**config.mk**
```make
export PLATFORM = sky130hd
export DESIGN_NAME = xbz_glue
export DESIGN_NICKNAME = d
export VERILOG_FILES = /design/src/verilog/xbz_pkg.sv /design/src/verilog/xbz_sync.sv /design/src/verilog/xbz_glue.sv
export SDC_FILE = /design/constraint.sdc
export NUM_CORES = 1
export LEC_CHECK = 0
export BUFFER_PORTS_ARGS = -buffer_cell sky130_fd_sc_hd__buf_2
export CORE_AREA = 3 3 89 91
export CTS_CLUSTER_DIAMETER = 80
export DETAILED_ROUTE_END_ITERATION = 8
export DIE_AREA = 0 0 92 94
export GPL_TIMING_DRIVEN = 1
export HOLD_SLACK_MARGIN = 0.05
export PLACE_DENSITY_LB_ADDON = 0.25
export SYNTH_ARGS = -nofsm -noshare
export SYNTH_HDL_FRONTEND = slang
export SYNTH_SLANG_ARGS = --single-unit
export TNS_END_PERCENT = 100
```
**constraint.sdc**
```tcl
create_clock -name core_clk -period 1.23 [get_ports core_clk]
set_input_delay 0.123 -clock core_clk [delete_from_list [all_inputs] [get_ports core_clk]]
set_output_delay 0.123 -clock core_clk [all_outputs]
set_load 0.02 [all_outputs]
```
**src/verilog/xbz_pkg.sv**
```systemverilog
// package: constants and carrier types for the x-bus buffer and zero-wait glue
package xbz_pkg;

    // ------------------------------------------------------------------
    // access classes and parallel port modes
    // ------------------------------------------------------------------
    typedef enum logic [2:0] {
        XBZ_TGT_NONE = 3'h0,
        XBZ_TGT_CFG  = 3'h1,
        XBZ_TGT_PP   = 3'h2,
        XBZ_TGT_OTHR = 3'h3
    } xbz_target_t;

    typedef enum logic [1:0] {
        XBZ_PP_SPP   = 2'h0,
        XBZ_PP_EPP17 = 2'h1,
        XBZ_PP_EPP19 = 2'h2,
        XBZ_PP_ECP   = 2'h3
    } xbz_pp_mode_t;

    // ------------------------------------------------------------------
    // field positions and reset values
    // ------------------------------------------------------------------
    localparam int          XBZ_CFG1_ZWS_BIT  = 0;
    localparam int          XBZ_CFG1_XDB_BIT  = 4;
    localparam int          XBZ_PPC2_ZWS_BIT  = 3;
    localparam logic [7:0]  XBZ_CFG1_RST      = 8'h00;
    localparam logic [1:0]  XBZ_CFG1_SEL_W    = 2'h0;
    localparam int          XBZ_DATA_W        = 8;
    localparam int          XBZ_SYNC_STAGES   = 3;

    // ------------------------------------------------------------------
    // carrier structs
    // ------------------------------------------------------------------
    typedef struct packed {
        logic [1:0] base_addr;
        logic [3:0] config_bits;
        logic       chip_select;
    } xbz_straps_t;

    typedef struct packed {
        logic       ring_n;
        logic       board_id_bit3;
        logic       board_id_bit1;
        logic [3:0] gpio_in;
        logic       gpio_e_in;
    } xbz_alt_in_t;

    typedef struct packed {
        logic       gen_chip_sel_a;
        logic       gen_chip_sel_b;
        logic [3:0] gpio_out;
        logic [3:0] gpio_oe;
        logic       infrared_select_a;
        logic       infrared_select_b;
        logic       gpio_e_out;
        logic       gpio_e_oe;
        logic       irsel_on_top;
    } xbz_alt_out_t;

endpackage : xbz_pkg

```
**src/verilog/xbz_sync.sv**
```systemverilog
// three-stage input synchroniser; a change counts once stages 2 and 3 agree
`timescale 1ns/1ns
`default_nettype none
module xbz_sync #(
    parameter int          W     = 1,
    parameter logic [31:0] RST_V = 32'h0000_0000
) (
    // clock and reset
    input  wire logic         core_clk,
    input  wire logic         rst,
    // raw and filtered level
    input  wire logic [W-1:0] async_in,
    output logic      [W-1:0] sync_out
);
    logic [W-1:0] stage1;
    logic [W-1:0] stage2;
    logic [W-1:0] stage3;

    // ------------------------------------------------------------------
    // per-bit chain
    // ------------------------------------------------------------------
    genvar i;
    generate
        for (i = 0; i < W; i++) begin : g_bit
            // stage1 feeds only stage2, so no metastable value escapes
            always_ff @(posedge core_clk) begin
                if (rst) begin
                    stage1[i]   <= RST_V[i];
                    stage2[i]   <= RST_V[i];
                    stage3[i]   <= RST_V[i];
                    sync_out[i] <= RST_V[i];
                end else begin
                    stage1[i] <= async_in[i];
                    stage2[i] <= stage1[i];
                    stage3[i] <= stage2[i];
                    if (stage2[i] == stage3[i]) begin
                        sync_out[i] <= stage3[i];
                    end
                end
            end
        end
    endgenerate

endmodule : xbz_sync
`default_nettype wire

```
**src/verilog/xbz_glue.sv**
```systemverilog
// x-bus data buffer pin mux, zero-wait control and reset strap capture
//
// Contract
// - zero_wait_n released on config register and spp or epp-1.9 port access.
// - zero_wait_n always driven low on parallel port access in ecp mode.
// - epp-1.7 port access asserts zero_wait_n only if second control bit 3.
// - other device accesses assert zero_wait_n per config-1 bit 0.
// - zero_wait_n is open drain active low; released means undriven.
// - buffer-select bit 1 gives shared pins to buffer select, read, data.
// - buffer-select bit 0 gives shared pins their alternate functions.
// - unselected function inputs are forced high internally.
// - data lines stay high-impedance while buffer chip select is inactive.
// - data lines driven during read command, received otherwise.
// - straps sampled during reset; pins return to normal use afterwards.
// - in epp mode the strobe pin carries the active-low write strobe.
// - buffer-select bit loads from the buffer strap at reset.
`timescale 1ns/1ns
`default_nettype none
module xbz_glue (
    // clock and reset
    input  wire logic                 core_clk,
    input  wire logic                 rst,
    // isa access classification from the address decoder
    input  wire logic                 access_active,
    input  wire xbz_pkg::xbz_target_t access_target,
    input  wire xbz_pkg::xbz_pp_mode_t pp_mode,
    input  wire logic [7:0]           pp_second_control,
    input  wire logic [7:0]           cfg1_wr_data,
    input  wire logic                 cfg1_wr,
    // zero-wait open drain pin
    output logic                      zero_wait_n_out,
    output logic                      zero_wait_n_oe,
    // parallel port strobe pin
    input  wire logic                 pp_strobe_n,
    input  wire logic                 pp_write_n,
    output logic                      pp_strobe_pin_n,
    // shared pins 69 and 70 (inputs only)
    input  wire logic                 pin_cs_ring,
    input  wire logic                 pin_rd_id3,
    // shared pins 71..78
    input  wire logic [7:0]           pin_d_in,
    output logic      [7:0]           pin_d_out,
    output logic      [7:0]           pin_d_oe,
    // strap pins (sampled during reset)
    input  wire xbz_pkg::xbz_straps_t strap_pins,
    output xbz_pkg::xbz_straps_t      straps,
    // buffer data, internal side
    input  wire logic [7:0]           xbuf_rd_data,
    output logic      [7:0]           xbuf_wr_data,
    output logic                      xbuf_chip_sel_n,
    output logic                      xbuf_read_cmd_n,
    // alternate function internal side
    input  wire xbz_pkg::xbz_alt_out_t alt_out,
    output xbz_pkg::xbz_alt_in_t      alt_in,
    // configuration state
    output logic [7:0]                cfg1,
    output logic                      in_reset
);
    logic       xdb_en;
    logic       cs_sync;
    logic       rd_sync;
    logic [7:0] d_sync;
    logic       drive_data;
    logic       zws_assert;
    xbz_pkg::xbz_straps_t strap_sync;

    // ------------------------------------------------------------------
    // input synchronisers
    // ------------------------------------------------------------------
    // idle pins read high, matching the inactive level of the buffer strobes
    xbz_sync #(.W(10), .RST_V(32'h0000_03FF)) u_sync_pins (
        .core_clk (core_clk),
        .rst      (rst),
        .async_in ({pin_cs_ring, pin_rd_id3, pin_d_in}),
        .sync_out ({cs_sync, rd_sync, d_sync})
    );

    // strap chain is never reset: it must carry pin levels while rst is held
    xbz_sync #(.W(7), .RST_V(32'h0000_0000)) u_sync_straps (
        .core_clk (core_clk),
        .rst      (1'b0),
        .async_in (strap_pins),
        .sync_out (strap_sync)
    );

    // ------------------------------------------------------------------
    // strap capture and configuration register 1
    // ------------------------------------------------------------------
    // strap sampling
    // straps track the pins while reset is held, then freeze at release
    always_ff @(posedge core_clk) begin
        if (rst) begin
            straps <= strap_sync;
        end
    end

    // flag so shared strap pins can keep their normal use after reset
    always_ff @(posedge core_clk) begin
        in_reset <= rst;
    end

    // buffer select load
    // bit 4 follows the buffer strap during reset; software may rewrite it
    always_ff @(posedge core_clk) begin
        if (rst) begin
            cfg1                        <= xbz_pkg::XBZ_CFG1_RST;
            cfg1[xbz_pkg::XBZ_CFG1_XDB_BIT] <= strap_sync.config_bits[1];
        end else if (cfg1_wr) begin
            cfg1 <= cfg1_wr_data;
        end
    end

    assign xdb_en = cfg1[xbz_pkg::XBZ_CFG1_XDB_BIT];

    // ------------------------------------------------------------------
    // zero-wait decision
    // ------------------------------------------------------------------
    // zws select
    always_comb begin
        zws_assert = 1'b0;
        if (access_active) begin
            case (access_target)
                xbz_pkg::XBZ_TGT_CFG: zws_assert = 1'b0;
                xbz_pkg::XBZ_TGT_PP: begin
                    case (pp_mode)
                        xbz_pkg::XBZ_PP_ECP:   zws_assert = 1'b1;
                        xbz_pkg::XBZ_PP_EPP17: zws_assert =
                            pp_second_control[xbz_pkg::XBZ_PPC2_ZWS_BIT];
                        default:               zws_assert = 1'b0;
                    endcase
                end
                xbz_pkg::XBZ_TGT_OTHR:
                    zws_assert = cfg1[xbz_pkg::XBZ_CFG1_ZWS_BIT];
                default: zws_assert = 1'b0;
            endcase
        end
    end

    // open drain drive
    // output level is always low; only the enable moves
    always_ff @(posedge core_clk) begin
        if (rst) begin
            zero_wait_n_oe <= 1'b0;
        end else begin
            zero_wait_n_oe <= zws_assert;
        end
    end

    assign zero_wait_n_out = 1'b0;

    // ------------------------------------------------------------------
    // parallel port strobe pin
    // ------------------------------------------------------------------
    // epp write strobe
    always_ff @(posedge core_clk) begin
        if (rst) begin
            pp_strobe_pin_n <= 1'b1;
        end else if (pp_mode == xbz_pkg::XBZ_PP_EPP17 ||
                     pp_mode == xbz_pkg::XBZ_PP_EPP19) begin
            pp_strobe_pin_n <= pp_write_n;
        end else begin
            pp_strobe_pin_n <= pp_strobe_n;
        end
    end

    // ------------------------------------------------------------------
    // buffer side inputs
    // ------------------------------------------------------------------
    // buffer inputs
    // unselected buffer strobes read inactive high
    assign xbuf_chip_sel_n = xdb_en ? cs_sync : 1'b1;
    assign xbuf_read_cmd_n = xdb_en ? rd_sync : 1'b1;

    assign drive_data = xdb_en && !cs_sync && !rd_sync;

    // received data registered; held high when buffer not selected
    always_ff @(posedge core_clk) begin
        if (rst) begin
            xbuf_wr_data <= 8'hFF;
        end else if (xdb_en && !cs_sync && rd_sync) begin
            xbuf_wr_data <= d_sync;
        end else if (!xdb_en) begin
            xbuf_wr_data <= 8'hFF;
        end
    end

    // ------------------------------------------------------------------
    // alternate side inputs
    // ------------------------------------------------------------------
    // alternate inputs
    always_comb begin
        alt_in               = '1;
        if (!xdb_en) begin
            alt_in.ring_n        = cs_sync;
            alt_in.board_id_bit3 = rd_sync;
            alt_in.board_id_bit1 = d_sync[7];
            alt_in.gpio_in       = d_sync[5:2];
            alt_in.gpio_e_in     = d_sync[6];
        end
    end

    // ------------------------------------------------------------------
    // shared pin drive
    // ------------------------------------------------------------------
    // pin mux
    // no shared pin is driven during reset so the strap pull levels stay readable
    always_ff @(posedge core_clk) begin
        if (rst) begin
            pin_d_out <= 8'hFF;
            pin_d_oe  <= 8'h00;
        end else if (xdb_en) begin
            pin_d_out <= xbuf_rd_data;
            pin_d_oe  <= {8{drive_data}};
        end else begin
            pin_d_out[0]   <= alt_out.gen_chip_sel_a;
            pin_d_oe[0]    <= 1'b1;
            pin_d_out[1]   <= alt_out.gen_chip_sel_b;
            pin_d_oe[1]    <= 1'b1;
            pin_d_out[5:2] <= alt_out.gpio_out;
            pin_d_oe[5:2]  <= alt_out.gpio_oe;
            if (alt_out.irsel_on_top) begin
                pin_d_out[6] <= alt_out.infrared_select_b;
                pin_d_oe[6]  <= 1'b1;
                pin_d_out[7] <= alt_out.infrared_select_a;
                pin_d_oe[7]  <= 1'b1;
            end else begin
                // top pin then carries the id input
                pin_d_out[6] <= alt_out.gpio_e_out;
                pin_d_oe[6]  <= alt_out.gpio_e_oe;
                pin_d_out[7] <= 1'b1;
                pin_d_oe[7]  <= 1'b0;
            end
        end
    end

endmodule : xbz_glue
`default_nettype wire

```
==> results by group <==
Status
  – Status: finished with violations
  – Violated checks: negative setup slack

STA
  – Endpoints failing hold: 0
  – Post-layout min period: 1470 ps
  – Fmax: 0.680 GHz
  – Setup-failing EPs final: 16
  – Slew Limit Fails: 0
  – Unrepaired setup endpoints after global routing: yes
  – Fin Clk Skew: 14.0 ps
  – PnR worst setup slack: -240 ps
  – WHS: 84.0 ps
  – Crit share post-route: 1.20

Global routing
  – Total GRT Usage: 0.168
  – First-pass GRT wire length: 11.5 mm
  – Vias in the first global route: 2471
  – Initial antenna violation count: 0
  – Largest net degree at the start of global routing: 34
  – Total gr overflow: 0

Clock network
  – Num CTS Buffers: 9
  – Worst-skew pair later-pin latency: 360 ps
  – CTS Buffer Depth: 2
  – TritonCTS Sinks: ~110
  – CTS tree: done
  – H-tree levels: 3
  – Clock Tree Root: clkbuf_8
  – Clk slew on worst S/H paths: 100 ps

Pwr
  – Power Density: 1340 nW/µm²
  – Total power: 0.00669 W
  – P_leak: 2.22 nW
  – Peak supply drop: 0.000914 V

Synth
  – Syn_area_per_cell: roughly 12 µm²
  – Yosys reg bits: 109
  – Synth area leader: dfxtp_1
  – Post-Synthesis Cells: 291
  – Async set or reset register ratio after synthesis: 0
  – Dominant cell by count in the synthesized netlist: dfxtp_1
  – Library cells used by synthesis: 32
  – Yosys top cell area share: 0.540
  – Main flop type after synthesis: dfxtp_1
  – EDFF count, synth: 15
  – Share of the yosys chip area belonging to registers: 0.669
  – Most instantiated cells after synthesis: dfxtp_1 (94), or2_2 (39), nor2_1 (19)
  – YS warnings: 0
  – Synth Cell Area: 3480 µm²
  – Syn Nets: 360
  – Synth area leaders: dfxtp_1 (54%), edfxtp_1 (13%), or2_2 (7.0%)

Flow run
  – MaxCap Viol Count: 0

Placement
  – Number of port buffers: approximately 110
  – RePlAce Congestion: 0.692
  – HPWL Detailed: 4.27 mm

Floorplan
  – Die Y: 94 µm
  – # IOs: 120
  – Die area: 8650 µm²
  – Die width: 92 µm
  – Num rows: 31
  – Starting Density: 0.483
  – Standard cell core area: 7210 µm²

Cells and area
  – Antenna diodes: 0
  – # fillers: 550
  – P&R area growth vs syn: 42.9%
  – Final Net Count: approximately 530
  – Finished Core Util: 0.690
  – Share of layout cells above drive strength 1: 0.408

Setup path
  – CP max FO: 14
  – R2R Path End: pin_d_oe[5]
  – Crit path kind: reg2out
  – Critical path startpoint category: flop
  – Critical path endpoint category: output port
  – Cells on worst reg2reg path: 4
  – Worst Setup SP: cfg1[4]
  – Req. time, crit path: 1110 ps
  – R2R setup slack: -60 ps
  – Crit path DAT: 1350 ps
  – Worst reg2reg startpoint: cfg1[4]

Route
  – DRC Markers: 0
  – Via count: approximately 2600
  – Routed vias/inst: approximately 4.6
  – Average wire per standard cell: around 13 µm
  – Final ANT Viol Nets: 0
  – Final WL: roughly 7.1 mm
  – First DRT Iteration DRCs: 86
  – First drt pass iteration count: 4

Worst hold path
  – Hold depth: 3
  – HP Start: alt_out[2]
  – Hold Crit Class: in2reg
  – Hold Path End: pin_d_out[6]
-- cells by family after synthesis --
group | share of synthesized area
flops | 0.669
mux | 0.0230
buf+inv | 0.0370
compound gates | 0.0891
xor+xnor | 0.0176
simple gates | 0.156
other cells | 0.00108
fa+ha+maj | 0.00718
-- worst max-delay path, stage by stage (launching register included) --
cell      delay (ps)
edfxtp_1         440
buf_12           180
or2_4            250
buf_6            130
-- metal layers --
layer | track usage | vias up | wire length [µm]
met1 | 0.188 | 1183 | 2950
li1 | - | 1290 | -
met5 | 0 | - | 0
met4 | 0.0780 | 0 | 116
met2 | 0.298 | 90 | 3510
met3 | 0.0457 | 12 | 522
-- timing repair --
action	in CTS	in global routing
gates cloned	1	1
pin swaps	2	0
hold buffers	47	0
setup endpoints to repair	20	31
endpoints found under the hold margin	39	0
setup buffers	3	0
gates resized for setup	12	15
-- stage by stage --
stage | instance area [µm²] | setup slack [ps] | TNS, ps | cells
floorplan | 3520 | -28.5 | -93.2 | 291
global placement | 4190 | 40.4 | 0 | 493
detailed placement | 4190 | -21.0 | -53.9 | 493
CTS | 4960 | -284 | -2990 | 560
global route | 4980 | -294 | -3290 | 560
finish | 4980 | -240 | -2300 | 560
-- placed cells by master, fill, tap and decap left out, types with 2 or more instances in the layout --
master / n
nor2b_1: 7
and2b_1: 2
buf_6: 9
nand3b_1: 8
inv_6: 2
inv_8: 3
mux2i_1: 8
dfxtp_1: 93
clkinv_8: 2
o211ai_1: 8
inv_1: 10
clkbuf_8: 9
buf_2: 103
a21oi_2: 3
nor3_1: 3
nand2_1: 2
a211o_1: 7
nor2_1: 19
ha_1: 2
xnor2_1: 7
or2_2: 31
buf_4: 10
nand2b_1: 6
buf_12: 2
edfxtp_1: 15
dlygate4sd3_1: 47
a21oi_1: 12
o21bai_1: 11
or2_4: 8
-- state kept, by name, indices dropped and copies added, names as in the netlist, 8 cells and up --
| register | count |
|---|---|
| u_sync_pins.stage2 | 10 |
| cfg1 | 8 |
| u_sync_pins.stage3 | 10 |
| u_sync_pins.sync_out | 10 |
| u_sync_pins.stage1 | 10 |
| pin_d_out | 8 |
| xbuf_wr_data | 8 |
-- layout make-up --
| cell class | instances | area, µm² | share of cell area |
|---|---|---|---|
| sequential | 109 | 2330 | 0.469 |
| inverter | 10 | 37.5 | 0.00754 |
| multi-input combinational | 155 | 1070 | 0.216 |
| clock inverter | 7 | 83.8 | 0.0168 |
| timing repair buffer | 171 | 1200 | 0.242 |
| clock buffer | 9 | 124 | 0.0249 |
| tap | 99 | 124 | 0.0249 |
-- worst max-delay path by stage --
stage / to / cells past startpoint
6_report: alt_in[0] / 3
5_1_grt: alt_in[0] / 3
4_1_cts: alt_in[0] / 3
3_5_place_dp: xbuf_wr_data[4] / 2
3_3_place_gp: pin_d_oe[7] / 3
2_1_floorplan: alt_in[0] / 3
-- report_power, final --
part | switching (W) | internal (W)
registers | 0.0000620 | 0.00379
clock network | 0.00131 | 0.000829
logic | 0.000328 | 0.000374
total | 0.00170 | 0.00499
No activity file was read; power rests on OpenSTA's default activity.
